### src/verilog/sbciwc_pkg.sv
// interrupt and wake-up aggregation: shared constants, masks and carriers
// assumes an apb slave with 32-bit data, one register per aligned word
package sbciwc_pkg;

  // ----------------------------------------------------------------
  // clock and delay timing
  // ----------------------------------------------------------------
  localparam int unsigned CLK_PERIOD_NS = 10;
  // delay timeout in microseconds, plain default
  localparam int unsigned IRQ_DELAY_TIMEOUT_US = 10;
  localparam int unsigned IRQ_DELAY_CYCLES = (IRQ_DELAY_TIMEOUT_US * 1000) / CLK_PERIOD_NS;

  // ----------------------------------------------------------------
  // register indices (byte address = 4 * index)
  // ----------------------------------------------------------------
  localparam int NREG = 7;
  localparam logic [7:0] IDX_GLOBAL = 8'h60;
  localparam logic [7:0] IDX_PEND0 = 8'h61; // system, supply, xcvr, b0w, b0f, b1w, b1f
  localparam logic [7:0] IDX_EN0 = 8'h69; // enables, same order as pending
  localparam logic [7:0] IDX_MODE = 8'h70;
  localparam logic [7:0] IDX_PINS = 8'h71;

  // ----------------------------------------------------------------
  // field positions and reset values
  // ----------------------------------------------------------------
  localparam int G_SYS = 0;
  localparam int G_SUP = 1;
  localparam int G_XCVR = 2;
  localparam int G_B0W = 3;
  localparam int G_B0F = 4;
  localparam int G_B1W = 5;
  localparam int G_B1F = 6;
  localparam logic [7:0] EN_RST = 8'h00;
  localparam logic [2:0] MODE_RST = 3'h0;
  localparam logic [2:0] MODE_SLEEP = 3'h1;

  // per register masks: implemented, always enabled, urgent, regular wake
  localparam logic [7:0] VLD_MASK [0:NREG-1] = '{8'h37, 8'h3f, 8'h3f, 8'hff, 8'hff, 8'hff, 8'hff};
  localparam logic [7:0] AON_MASK [0:NREG-1] = '{8'h31, 8'h00, 8'h20, 8'h00, 8'h00, 8'h00, 8'h00};
  localparam logic [7:0] URG_MASK [0:NREG-1] = '{8'h24, 8'h39, 8'h00, 8'h00, 8'h00, 8'h00, 8'h00};
  localparam logic [7:0] REG_MASK [0:NREG-1] = '{8'h00, 8'h00, 8'h0d, 8'hff, 8'h00, 8'hff, 8'h00};

  // ----------------------------------------------------------------
  // carriers
  // ----------------------------------------------------------------
  // one-cycle event pulses from the sources, levels where noted
  typedef struct packed {
    logic wdog_overflow;
    logic wdog_timeout_mode; // level
    logic pn_frame_err;
    logic power_on;
    logic batt_overvolt;
    logic overtemp_warn;
    logic illegal_wdog_mode;
    logic illegal_wdog_period;
    logic illegal_mode;
    logic bad_frame_len;
    logic locked_write;
    logic main_reg_under;
    logic aux_supply_under;
    logic aux_supply_over;
    logic batt_mon_under;
    logic batt_mon_over;
    logic converter_state_flag; // level
    logic can_fail;
    logic can_silence;
    logic can_wake;
    logic lin_a_wake;
    logic lin_b_wake;
    logic [7:0] hv_io_pin_rise_wake;
    logic [7:0] hv_io_pin_fall_wake;
    logic [7:0] hv_io_pin_open_load;
    logic [7:0] hv_io_pin_short;
  } sbciwc_evt_t;

  // one-cycle requests to the mode controller, wake is a level
  typedef struct packed {
    logic sys_reset;
    logic reset_mode;
    logic sleep_enter;
    logic wake_reset;
    logic overload;
    logic chip_reset;
  } sbciwc_modereq_t;

endpackage

### src/verilog/sbciwc_top.sv
// interrupt and wake-up aggregation: pending bits, request pins, delay timer
// assumes synchronous event pulses and an apb master on pclk
//
// Our own choices: the APB interface to the registers and the register addresses.
`timescale 1ns/10ps

module sbciwc_top
  import sbciwc_pkg::*;
(
  input wire logic pclk,
  input wire logic presetn,
  input wire logic psel,
  input wire logic penable,
  input wire logic pwrite,
  input wire logic [11:0] paddr,
  input wire logic [31:0] pwdata,
  output logic [31:0] prdata,
  output logic pready,
  output logic pslverr,
  input wire sbciwc_evt_t evt,
  input wire logic [2:0] xcvr_active,
  input wire logic in_low_power,
  input wire logic chip_reset_out_n,
  input wire logic irq_main_n_i,
  output logic irq_main_n_o,
  output logic irq_main_n_oe,
  input wire logic irq_urgent_n_i,
  output logic irq_urgent_n_o,
  output logic irq_urgent_n_oe,
  output logic [2:0] bus_rx_pin_force_low,
  output logic [2:0] mode_ctrl_field,
  output sbciwc_modereq_t mode_req
);

  // ----------------------------------------------------------------
  // functions
  // ----------------------------------------------------------------
  // true for every index that answers without error
  function automatic logic idx_mapped(input logic [7:0] idx);
    idx_mapped = (idx >= IDX_GLOBAL) && (idx <= IDX_PINS);
  endfunction

  // ----------------------------------------------------------------
  // declarations
  // ----------------------------------------------------------------
  logic [7:0] pend [0:NREG-1]; // sticky pending bits
  logic [7:0] en [0:NREG-1]; // software enables
  logic [7:0] en_eff [0:NREG-1]; // enables with always-on forced
  logic [7:0] ev_set [0:NREG-1]; // set pulses this cycle
  logic [7:0] clr [0:NREG-1]; // write-one clear this cycle
  logic [7:0] idx; // word index of the bus address
  logic addr_ok; // aligned and mapped
  logic apb_setup; // setup phase
  logic apb_wr; // write takes effect now
  logic [7:0] rd_val; // read mux
  logic [7:0] gsum; // group summary
  logic req_main; // enabled pending, main pin
  logic req_urg; // enabled pending, urgent pin
  logic any_pend; // any pending bit at all
  logic any_regular_en; // any regular wake enabled
  logic tmr_start; // a clear hit a set bit
  logic tmr_run; // delay timer running
  logic [15:0] tmr_cnt; // cycles left
  logic conv_prev; // converter flag last cycle
  logic conv_seen; // conv_prev holds a real sample
  logic sleep_wr; // sleep code written
  logic wdog_ovf; // overflow counted in timeout mode

  // ----------------------------------------------------------------
  // bus decode
  // ----------------------------------------------------------------
  assign idx = paddr[9:2];
  assign addr_ok = (paddr[1:0] == 2'h0) && (paddr[11:10] == 2'h0) && idx_mapped(idx);
  assign apb_setup = psel && !penable;
  assign apb_wr = psel && penable && pready && pwrite && addr_ok;
  assign sleep_wr = apb_wr && (idx == IDX_MODE) && (pwdata[2:0] == MODE_SLEEP);
  assign wdog_ovf = evt.wdog_overflow && evt.wdog_timeout_mode;

  // ----------------------------------------------------------------
  // event capture
  // ----------------------------------------------------------------
  // map source pulses onto bit positions; unused positions stay zero
  always_comb begin
    for (int i = 0; i < NREG; i++) begin
      ev_set[i] = 8'h00;
    end
    ev_set[G_SYS][5] = evt.batt_overvolt;
    ev_set[G_SYS][4] = evt.power_on;
    ev_set[G_SYS][2] = evt.overtemp_warn;
    ev_set[G_SYS][1] = evt.illegal_wdog_mode | evt.illegal_wdog_period | evt.illegal_mode |
                       evt.bad_frame_len | evt.locked_write;
    ev_set[G_SYS][0] = wdog_ovf;
    ev_set[G_SUP][5] = conv_seen && (evt.converter_state_flag != conv_prev);
    ev_set[G_SUP][4] = evt.batt_mon_over;
    ev_set[G_SUP][3] = evt.batt_mon_under;
    ev_set[G_SUP][2] = evt.aux_supply_over;
    ev_set[G_SUP][1] = evt.aux_supply_under;
    ev_set[G_SUP][0] = evt.main_reg_under && !in_low_power;
    ev_set[G_XCVR][5] = evt.pn_frame_err;
    ev_set[G_XCVR][4] = evt.can_silence;
    // bus wakes only count while the transceiver is not active
    ev_set[G_XCVR][3] = evt.lin_b_wake && !xcvr_active[2];
    ev_set[G_XCVR][2] = evt.lin_a_wake && !xcvr_active[1];
    ev_set[G_XCVR][1] = evt.can_fail;
    ev_set[G_XCVR][0] = evt.can_wake && !xcvr_active[0];
    ev_set[G_B0W] = {evt.hv_io_pin_fall_wake[3:0], evt.hv_io_pin_rise_wake[3:0]};
    ev_set[G_B0F] = {evt.hv_io_pin_short[3:0], evt.hv_io_pin_open_load[3:0]};
    ev_set[G_B1W] = {evt.hv_io_pin_fall_wake[7:4], evt.hv_io_pin_rise_wake[7:4]};
    ev_set[G_B1F] = {evt.hv_io_pin_short[7:4], evt.hv_io_pin_open_load[7:4]};
  end

  // converter flag history; the first sample after reset is not a change
  always_ff @(posedge pclk or negedge presetn) begin
    if (!presetn) begin
      conv_prev <= 1'b0;
      conv_seen <= 1'b0;
    end else begin
      conv_prev <= evt.converter_state_flag;
      conv_seen <= 1'b1;
    end
  end

  // ----------------------------------------------------------------
  // pending and enable registers
  // ----------------------------------------------------------------
  genvar g;
  generate
    for (g = 0; g < NREG; g++) begin : gen_reg
      // clear mask from the write data, only on implemented bits
      assign clr[g] = (apb_wr && (idx == IDX_PEND0 + 8'(g))) ? (pwdata[7:0] & VLD_MASK[g]) :
                      8'h00;
      // always-on sources ignore the enable bit
      assign en_eff[g] = en[g] | AON_MASK[g];

      // sticky bit: a set pulse wins over a clear in the same cycle
      always_ff @(posedge pclk or negedge presetn) begin
        if (!presetn) begin
          pend[g] <= 8'h00;
        end else begin
          pend[g] <= (ev_set[g] & VLD_MASK[g]) | (pend[g] & ~clr[g]);
        end
      end

      // enables; always-on positions cannot be stored
      always_ff @(posedge pclk or negedge presetn) begin
        if (!presetn) begin
          en[g] <= EN_RST;
        end else if (apb_wr && (idx == IDX_EN0 + 8'(g))) begin
          en[g] <= pwdata[7:0] & VLD_MASK[g] & ~AON_MASK[g];
        end
      end
    end
  endgenerate

  // ----------------------------------------------------------------
  // request forming
  // ----------------------------------------------------------------
  // summary, pin requests and sleep conditions from all registers
  always_comb begin
    req_main = 1'b0;
    req_urg = 1'b0;
    any_pend = 1'b0;
    any_regular_en = 1'b0;
    tmr_start = 1'b0;
    gsum = 8'h00; // bit 7 stays reserved
    for (int i = 0; i < NREG; i++) begin
      gsum[i] = |pend[i];
      req_main = req_main | (|(pend[i] & en_eff[i]));
      req_urg = req_urg | (|(pend[i] & en_eff[i] & URG_MASK[i]));
      any_pend = any_pend | (|pend[i]);
      any_regular_en = any_regular_en | (|(en[i] & REG_MASK[i]));
      tmr_start = tmr_start | (|(clr[i] & pend[i]));
    end
  end

  // ----------------------------------------------------------------
  // interrupt delay timer
  // ----------------------------------------------------------------
  // reload on every effective clear; chip reset low kills it at once
  always_ff @(posedge pclk or negedge presetn) begin
    if (!presetn) begin
      tmr_run <= 1'b0;
      tmr_cnt <= 16'h0000;
    end else if (!chip_reset_out_n) begin
      tmr_run <= 1'b0;
      tmr_cnt <= 16'h0000;
    end else if (tmr_start) begin
      tmr_run <= 1'b1;
      tmr_cnt <= 16'(IRQ_DELAY_CYCLES);
    end else if (tmr_run) begin
      tmr_cnt <= tmr_cnt - 16'h0001;
      tmr_run <= (tmr_cnt != 16'h0001);
    end
  end

  // ----------------------------------------------------------------
  // request pins
  // ----------------------------------------------------------------
  // pins only ever sink; the board pull-up supplies the high level
  always_ff @(posedge pclk or negedge presetn) begin
    if (!presetn) begin
      irq_main_n_o <= 1'b0;
      irq_urgent_n_o <= 1'b0;
      irq_main_n_oe <= 1'b0;
      irq_urgent_n_oe <= 1'b0;
    end else begin
      irq_main_n_o <= 1'b0;
      irq_urgent_n_o <= 1'b0;
      irq_main_n_oe <= req_main && !tmr_run && !tmr_start;
      irq_urgent_n_oe <= req_urg;
    end
  end

  // receive pins follow the bus wake pending bits
  assign bus_rx_pin_force_low = {pend[G_XCVR][3], pend[G_XCVR][2], pend[G_XCVR][0]};

  // ----------------------------------------------------------------
  // mode field and mode requests
  // ----------------------------------------------------------------
  always_ff @(posedge pclk or negedge presetn) begin
    if (!presetn) begin
      mode_ctrl_field <= MODE_RST;
    end else if (apb_wr && (idx == IDX_MODE)) begin
      mode_ctrl_field <= pwdata[2:0];
    end
  end

  // sleep checks: no regular enable first, then anything pending
  always_ff @(posedge pclk or negedge presetn) begin
    if (!presetn) begin
      mode_req <= '0;
    end else begin
      mode_req.sys_reset <= sleep_wr && !any_regular_en;
      mode_req.reset_mode <= sleep_wr && any_regular_en && any_pend;
      mode_req.sleep_enter <= sleep_wr && any_regular_en && !any_pend;
      mode_req.wake_reset <= in_low_power && req_main;
      mode_req.overload <= evt.batt_overvolt;
      mode_req.chip_reset <= wdog_ovf && pend[G_SYS][0];
    end
  end

  // ----------------------------------------------------------------
  // apb slave
  // ----------------------------------------------------------------
  // read mux; the pin status word shows the real wire levels
  always_comb begin
    rd_val = 8'h00;
    if (idx == IDX_GLOBAL) begin
      rd_val = gsum;
    end else if (idx == IDX_MODE) begin
      rd_val = {5'h00, mode_ctrl_field};
    end else if (idx == IDX_PINS) begin
      rd_val = {4'h0, tmr_run, irq_urgent_n_i, irq_main_n_i, any_pend};
    end
    for (int i = 0; i < NREG; i++) begin
      if (idx == IDX_PEND0 + 8'(i)) begin
        rd_val = pend[i];
      end
      if (idx == IDX_EN0 + 8'(i)) begin
        rd_val = en_eff[i];
      end
    end
  end

  // no wait state: data is latched in setup so prdata is a flop
  always_ff @(posedge pclk or negedge presetn) begin
    if (!presetn) begin
      pready <= 1'b0;
      pslverr <= 1'b0;
      prdata <= 32'h0000_0000;
    end else begin
      pready <= apb_setup;
      pslverr <= apb_setup && !addr_ok;
      if (apb_setup) begin
        prdata <= addr_ok ? {24'h00_0000, rd_val} : 32'h0000_0000;
      end
    end
  end

  // ----------------------------------------------------------------
  // assertions
  // ----------------------------------------------------------------
  AST_MAIN_LOW: assert property (@(posedge pclk) disable iff (!presetn)
    (req_main && !tmr_run && !tmr_start) |=> irq_main_n_oe)
    else $error("main pin not pulled for enabled pending");

  AST_URGENT_FAST: assert property (@(posedge pclk) disable iff (!presetn)
    (req_urg && tmr_run) |=> irq_urgent_n_oe)
    else $error("urgent pin held off by delay timer");

  AST_NEVER_HIGH: assert property (@(posedge pclk) disable iff (!presetn)
    ##1 (!irq_main_n_o && !irq_urgent_n_o))
    else $error("request pin driven high");

  AST_SET_WINS: assert property (@(posedge pclk) disable iff (!presetn)
    (ev_set[G_SYS][2] && clr[G_SYS][2]) |=> pend[G_SYS][2])
    else $error("set lost against clear");

  AST_W1C: assert property (@(posedge pclk) disable iff (!presetn)
    (clr[G_SUP] != 8'h00 && ev_set[G_SUP] == 8'h00) |=>
    ((pend[G_SUP] & $past(clr[G_SUP])) == 8'h00) &&
    (pend[G_SUP] == ($past(pend[G_SUP]) & ~$past(clr[G_SUP]))))
    else $error("write one clear wrong");

  AST_RELEASE: assert property (@(posedge pclk) disable iff (!presetn)
    !any_pend |=> (!irq_main_n_oe && !irq_urgent_n_oe))
    else $error("pins held with nothing pending");

  AST_DELAY_HOLD: assert property (@(posedge pclk) disable iff (!presetn)
    (tmr_start && chip_reset_out_n) |=> (!irq_main_n_oe && tmr_run))
    else $error("main pin not released on clear");

  AST_EXPIRE: assert property (@(posedge pclk) disable iff (!presetn)
    (tmr_run && tmr_cnt == 16'h0001 && !tmr_start && chip_reset_out_n && req_main)
    |=> !tmr_run ##1 irq_main_n_oe)
    else $error("main pin not driven after expiry");

  AST_TIMER_STOP: assert property (@(posedge pclk) disable iff (!presetn)
    !chip_reset_out_n |=> !tmr_run)
    else $error("timer ran during chip reset");

  AST_SLEEP_NOREG: assert property (@(posedge pclk) disable iff (!presetn)
    (sleep_wr && !any_regular_en) |=> (mode_req.sys_reset && !mode_req.sleep_enter))
    else $error("sleep entered with no regular enable");

  AST_SLEEP_PEND: assert property (@(posedge pclk) disable iff (!presetn)
    (sleep_wr && any_regular_en && any_pend) |=> (mode_req.reset_mode && !mode_req.sleep_enter))
    else $error("sleep entered while pending");

  AST_RX_FORCE: assert property (@(posedge pclk) disable iff (!presetn)
    (evt.can_wake && !xcvr_active[0]) |=> bus_rx_pin_force_low[0])
    else $error("receive pin not forced on bus wake");

  AST_WDOG_RESET: assert property (@(posedge pclk) disable iff (!presetn)
    (wdog_ovf && pend[G_SYS][0]) |=> (mode_req.chip_reset && pend[G_SYS][0]))
    else $error("second overflow did not reset");

  AST_OVV: assert property (@(posedge pclk) disable iff (!presetn)
    evt.batt_overvolt |=> (mode_req.overload && pend[G_SYS][5]) ##1 irq_urgent_n_oe)
    else $error("overvoltage not handled");

  AST_NO_SLEEP_UNDER: assert property (@(posedge pclk) disable iff (!presetn)
    (in_low_power && !pend[G_SUP][0]) |=> !pend[G_SUP][0])
    else $error("main undervoltage raised in sleep");

endmodule
### config.mk
export PLATFORM = sky130hd
export DESIGN_NAME = sbciwc_top
export DESIGN_NICKNAME = d
export VERILOG_FILES = /design/src/verilog/sbciwc_pkg.sv /design/src/verilog/sbciwc_top.sv
export SDC_FILE = /design/constraint.sdc
export NUM_CORES = 1
export LEC_CHECK = 0
export ABC_AREA = 1
export BUFFER_PORTS_ARGS = -buffer_cell sky130_fd_sc_hd__buf_2
export CAP_MARGIN = 10
export CORE_MARGIN = 2
export CORE_UTILIZATION = 30
export DETAILED_ROUTE_END_ITERATION = 10
export GPL_TIMING_DRIVEN = 0
export PLACE_DENSITY = 0.45
export SYNTH_ARGS = -nofsm -noshare
export SYNTH_HDL_FRONTEND = slang
export SYNTH_SLANG_ARGS = --single-unit
export TNS_END_PERCENT = 10
### constraint.sdc
create_clock -name pclk -period 4.1 [get_ports pclk]
set_input_delay 0.82 -clock pclk [delete_from_list [all_inputs] [get_ports pclk]]
set_output_delay 0.82 -clock pclk [all_outputs]
set_load 0.05 [all_outputs]
Word level (Yosys, flattened, before mapping)

Cells that the tools add are included.

Register bits after elaboration: 165
Input bits: 110
Output and inout port bits: 50
Logic and storage cells: 222

Add/subtract/negate cells: 1
Magnitude comparators: 2
Equality and inequality tests: 21
Multiplexer cells: 31
Bitwise operators: 60
Reductions and logical operators: 77

Operators with widths:

| cell                                                                             | number |
|---|---|
| 8-bit OR reduction                                                               | 23 |
| 8-bit two-way mux                                                                | 21 |
| 8-bit by 7-bit == test with 1-bit output, second input constant                  | 17 |
| 8-bit AND                                                                        | 15 |
| 16-bit two-way mux                                                               | 3 |
| 1-bit logical AND                                                                | 39 |
| 8-bit inverter                                                                   | 4 |
| 8-bit OR                                                                         | 4 |
| 1-bit OR                                                                         | 25 |
| 6-bit by 8-bit AND with 8-bit output                                             | 3 |
| 8-bit by 6-bit AND with 8-bit output                                             | 3 |
| 6-bit inverter with 8-bit output                                                 | 3 |
| 6-bit by 8-bit OR with 8-bit output                                              | 3 |
| 6-bit two-way mux                                                                | 3 |
| 16-bit by 1-bit != test with 1-bit output, second input constant                 | 1 |
| 16-bit by 1-bit subtractor with 16-bit output, second input constant             | 1 |
| 1-bit logical NOT                                                                | 10 |
| 8-bit by 7-bit >= comparator with 1-bit output, second input constant            | 1 |
| 8-bit by 7-bit less-or-equal comparator with 1-bit output, second input constant | 1 |
| 2-bit logical NOT                                                                | 2 |
| 4-bit two-way mux                                                                | 1 |
| 4-bit OR reduction                                                               | 1 |
| 3-bit by 1-bit == test with 1-bit output, second input constant                  | 1 |
| 1-bit two-way mux                                                                | 3 |
| 4 further kinds                                                                  | 4 |

Longest topological paths before layout

Depth in word-level cells: 25
Mapped depth: 20
Mapped depth without buffers: 20

Worst setup path after synthesis

OpenSTA, ideal clock, no wires.

Path type: in2reg
Start: input paddr[8]
End: register tmr_cnt[2]
Arrival time: 2451 ps
Setup slack: 1531 ps
Stages: 16
Path buffers: 1
Cells stage by stage: nand2_1 > nor3_4 > nand2_2 > nor2_4 > inv_1 > nor2_2 > inv_2 > nor2_1 > nand2_1 > nand3_1 > nor2_1 > nand3_2 > nor2_4 > buf_6 > nand4_1 > nand2_1

Word-level cells in the longest chain between the ends: 16

Ends and longest elaborated chain:

| what                                                                                                                        | line              | RTL |
|---|---|---|
| start, declared                                                                                                             | sbciwc_top.sv:15  | `input wire logic [11:0] paddr,` |
| 8-bit by 7-bit >= comparator with 1-bit output or 8-bit by 7-bit less-or-equal comparator with 1-bit output (tied branches) | sbciwc_top.sv:40  | `idx_mapped = (idx >= IDX_GLOBAL) && (idx <= IDX_PINS);` |
| 1-bit logical AND                                                                                                           | sbciwc_top.sv:40  |  |
| 1-bit logical AND                                                                                                           | sbciwc_top.sv:73  | `assign addr_ok = (paddr[1:0] == 2'h0) && (paddr[11:10] == 2'h0) && idx_mapped(idx);` |
| 1-bit logical AND                                                                                                           | sbciwc_top.sv:75  | `assign apb_wr = psel && penable && pready && pwrite && addr_ok;` |
| 1-bit logical AND                                                                                                           | sbciwc_top.sv:130 | `assign clr[g] = (apb_wr && (idx == IDX_PEND0 + 8'(g))) ? (pwdata[7:0] & VLD_MASK[g]) :` |
| 6-bit two-way mux                                                                                                           | sbciwc_top.sv:130 |  |
| 6-bit by 8-bit AND with 8-bit output                                                                                        | sbciwc_top.sv:172 | `tmr_start = tmr_start \| (\|(clr[i] & pend[i]));` |
| 8-bit OR reduction                                                                                                          | sbciwc_top.sv:172 |  |
| 1-bit OR (5 in a row)                                                                                                       | sbciwc_top.sv:172 |  |
| 1-bit OR *                                                                                                                  | sbciwc_top.sv:172 |  |
| 16-bit two-way mux                                                                                                          | sbciwc_top.sv:187 | `end else if (tmr_start) begin` |
| 16-bit two-way mux                                                                                                          | sbciwc_top.sv:184 | `end else if (!chip_reset_out_n) begin` |
| end signal, assigned                                                                                                        | sbciwc_top.sv:189 | `tmr_cnt <= 16'(IRQ_DELAY_CYCLES);` |
| end signal, assigned                                                                                                        | sbciwc_top.sv:191 | `tmr_cnt <= tmr_cnt - 16'h0001;` |
| end, declared                                                                                                               | sbciwc_top.sv:63  | `logic [15:0] tmr_cnt;` |

Mark *: on every way between the ends. The rest lies on a longest branch, timed or not.
A chain may end at the register's enable or synchronous reset.

Final worst setup path

Start: input paddr[3]
End: register tmr_cnt[8]

Same word-level chain as after synthesis.

==> summary.md <==
| Metric | Value |
|---|---|
| Status | `completed` |
| Post-detail-place hpwl | `roughly 24 mm` |
| Internal | `between 2 and 2.5 mW` |
| Clk root buf | `clkbuf_16` |
| Highest-count cells in the layout ignoring fill and taps | `282 x nand2_1, 138 x nor2_1, 134 x dfrtp_1` |
| Clock share of power | `a little under half` |
| Sw frac | `27.1%` |
| Vias in the first global route | `roughly 7300` |
| Worst Path Max Fanout | `10` |
| Die height | `~170 um` |
| Met2 wire length | `14.5 mm` |
| H-tree depth | `4` |
| Hold WC Path Type | `in -> async` |
| Final WL | `30.4 mm` |
| Drt wl/cell | `between 15 and 20 um` |
| Antenna violations before repair | `0` |
| P_leak | `4.94 nW` |
| Clk buf depth | `2` |
| RSZ-0062 raised after global routing | `no` |
| First-pass GRT wire length | `between 40 and 50 mm` |
| Fin crit share | `about three quarters` |
| Number of synthesized register bits | `~130` |
| Post-CTS Hold Buffers | `0` |
| Final ANT Viol Nets | `0` |
| Max Cap Violations | `0` |
| Final Hold Viols | `0` |
| Top Metal Used | `met4` |
| Net Switching | `a little over 0.8 mW` |
| Fmax | `332 MHz` |
| 1st-pass router iterations | `5` |
| Inserted Clock Buffers | `17` |
| Max Slew Vio Count | `0` |
| Post-synth EDFFs | `0` |
| Critical path endpoint category | `flip-flop` |
| CTS Sinks | `between 100 and 150` |
| Hold slack | `just under 0.4 ns` |
| WS Path Type | `in -> reg` |
| Pwr/cell area | `about 320 nW/um^2` |
| Total track usage | `between 20% and 30%` |
| Clock transition at path regs | `around 0.06 ns` |
| Sum Neg Setup Slack | `0 ns` |
| Post-Syn Instances | `1067` |
| Worst path required time | `between 4 and 5 ns` |
| Initial drt markers | `~800` |
| Max transition margin | `33.4%` |
| Share of flip-flops with an asynchronous set or reset | `100%` |
| Top_reg_cell synth | `dfrtp_1` |
| Starting Density | `between 30% and 40%` |
| Most common cell after layout, fill and taps aside | `nand2_1` |
| Die area | `between 20000 and 30000 um^2` |
| Placed Area | `~8900 um^2` |
| # setup viols final | `0` |
| Synth Cell Area | `between 7000 and 8000 um^2` |
| Worst reg-to-reg path cell count | `16` |
| Tmin final | `between 3 and 4 ns` |
| Grt total ovfl | `0` |
| Share of cells above drive strength 1 | `between 15 and 20%` |
| WL met1 | `around 13 mm` |
| Synth Area per Inst | `about 7.3 um^2` |
| I/O Buffers | `107` |
| DR DRC count | `0` |
| Core ar. | `~25000 um^2` |
| Largest net degree at the start of global routing | `70` |
| Flop pwr share | `44.4%` |
| Rows | `58` |
| Setup crit start kind | `primary input` |
| Chip Width | `about 170 um` |
| # Post-CTS Setup Buffers | `0` |
| CTS resizes | `0` |
| I/O pin cnt | `between 150 and 200` |
| Combinational Power Share | `roughly 8.3%` |
| Yosys cell types | `42` |
| Yosys Warn Count | `0` |
| IR drop worst, VDD | `about 0.21 mV` |
| Final #Nets | `between 1000 and 1500` |
| Final RePlAce weighted congestion | `~0.94` |
| Worst skew pair latency | `0.43 ns` |
| Area Overhead vs Synth | `20.6%` |
| Via count | `7618` |
| Final Instance Area | `around 9400 um^2` |
| Crit path DAT | `between 3 and 4 ns` |
| CTS tree | `done` |
| Clock skew | `between 0.01 and 0.015 ns` |
| Filler Cell Count | `~2800` |
| WL met3 | `around 1.9 mm` |
| Slew @ Worst Pin | `0.999 ns` |
| Sequential area share after synthesis | `between 40 and 50%` |
| Mean number of vias per cell | `just under 5` |
-- synthesized netlist by cell type (2+ instances only) --
library cell / instances / area [um^2]
nand4_1: 30 / 188
ha_1: 2 / 25.0
nor2_2: 8 / 50.1
nor2_4: 7 / 78.8
a21boi_0: 2 / 15.0
o22ai_1: 7 / 43.8
nand2_2: 6 / 37.5
buf_2: 2 / 10.0
nor4_1: 11 / 68.8
conb_1: 2 / 7.51
a22o_1: 3 / 26.3
nor2_1: 138 / 518
xnor2_1: 3 / 26.3
a21oi_1: 26 / 130
or2_2: 2 / 12.5
o2111ai_1: 4 / 35.0
a221oi_1: 7 / 61.3
a211oi_1: 3 / 22.5
inv_2: 7 / 26.3
nand2_1: 282 / 1060
inv_1: 120 / 450
and3_1: 2 / 12.5
o21bai_1: 35 / 263
dfrtp_1: 134 / 3350
o211ai_1: 2 / 15.0
nand3_1: 60 / 300
o21ai_0: 87 / 435
nor3_1: 12 / 60.1
xor2_1: 8 / 70.1
clkbuf_1: 15 / 56.3
buf_4: 29 / 218
-- cell type report --
| class | count | area [um^2] | share of cell area (%) |
|---|---|---|---|
| multi-input cells | 782 | 3740 | 39.8 |
| flip-flops and latches | 134 | 3350 | 35.7 |
| repair buffers | 108 | 569 | 6.07 |
| inverters | 129 | 487 | 5.19 |
| clock buffers | 19 | 443 | 4.72 |
| well taps | 330 | 413 | 4.40 |
| plain buffers | 47 | 295 | 3.15 |
| clock inverters | 12 | 81.3 | 0.867 |
| diodes | 1 | 2.50 | 0.0267 |
-- power by group through the flow --
stage	logic [mW]	clock network, mW	registers (mW)
floorplan	0.119	0	1.36
global placement	0.246	0	1.35
detailed placement	0.249	0	1.35
CTS	0.249	1.45	1.33
global route	0.268	1.50	1.33
finish	0.247	1.41	1.33
-- state kept, by name (all words and copies together), names as in the netlist --
name / flops
tmr_cnt: 16
bus_rx_pin_force_low: 3
pslverr: 1
irq_main_n_oe: 1
conv_seen: 1
mode_ctrl_field: 3
pready: 1
conv_prev: 1
tmr_run: 1
irq_urgent_n_oe: 1
mode_req: 6
pend: 46
prdata: 8
en: 45
-- worst max-delay path, cell delays in order --
cell and delay (ns):
buf_2 0.09, inv_1 0.05, nand2_2 0.15, nor2_2 0.07, nand2_1 0.18, nand2_2 0.10
nand3_4 0.22, nor2_4 0.11, inv_2 0.18, nor2_1 0.09, nand2_1 0.18, nand2_1 0.08
nor3_1 0.28, nand3_2 0.18, nor2_4 0.24, buf_6 0.17, nand4_1 0.08, nand2_1 0.09
-- through the flow --
step	std cells	power (mW)	setup WS [ns]	utilization (%)
2_1_floorplan	1092	1.48	1.53	-
3_3_place_gp	1529	1.60	0.109	34.8
3_5_place_dp	1530	1.60	0.656	35.0
4_1_cts	1561	3.03	1.11	37.0
5_1_grt	1561	3.09	0.843	37.0
6_report	1562	2.99	1.09	37.0
-- path summary, 6_finish.rpt --
kind                            slack, ns            endpoint       from
max in group asynchronous            2.91              en[26]    presetn
worst max register to register       1.54           prdata[0]   pend[20]
worst min register to register       0.47           prdata[1]  prdata[1]
min in group pclk                    0.47           prdata[1]  prdata[1]
worst max-delay path                 1.09          tmr_cnt[8]   paddr[3]
worst min-delay path                 0.39  mode_ctrl_field[1]    presetn
-- metal layers --
layer  track usage [%]  vias up
li1                  -     3721
met1              30.9     3596
met2              38.0      264
met3              4.17       37
met4              6.36        0
met5                 0        -
-- cell families after synthesis --
| logic type | Yosys count | share of synthesized area [%] |
|---|---|---|
| buffers and inverters | 176 | 10.1 |
| adder cells (fa/ha/maj) | 2 | 0.322 |
| AND/OR/NAND/NOR | 564 | 31.5 |
| AO/OA/AOI/OAI | 178 | 13.7 |
| flip-flops | 134 | 43.1 |
| other | 2 | 0.0966 |
| XOR/XNOR | 11 | 1.24 |
No activity file was read; power rests on OpenSTA's default activity.
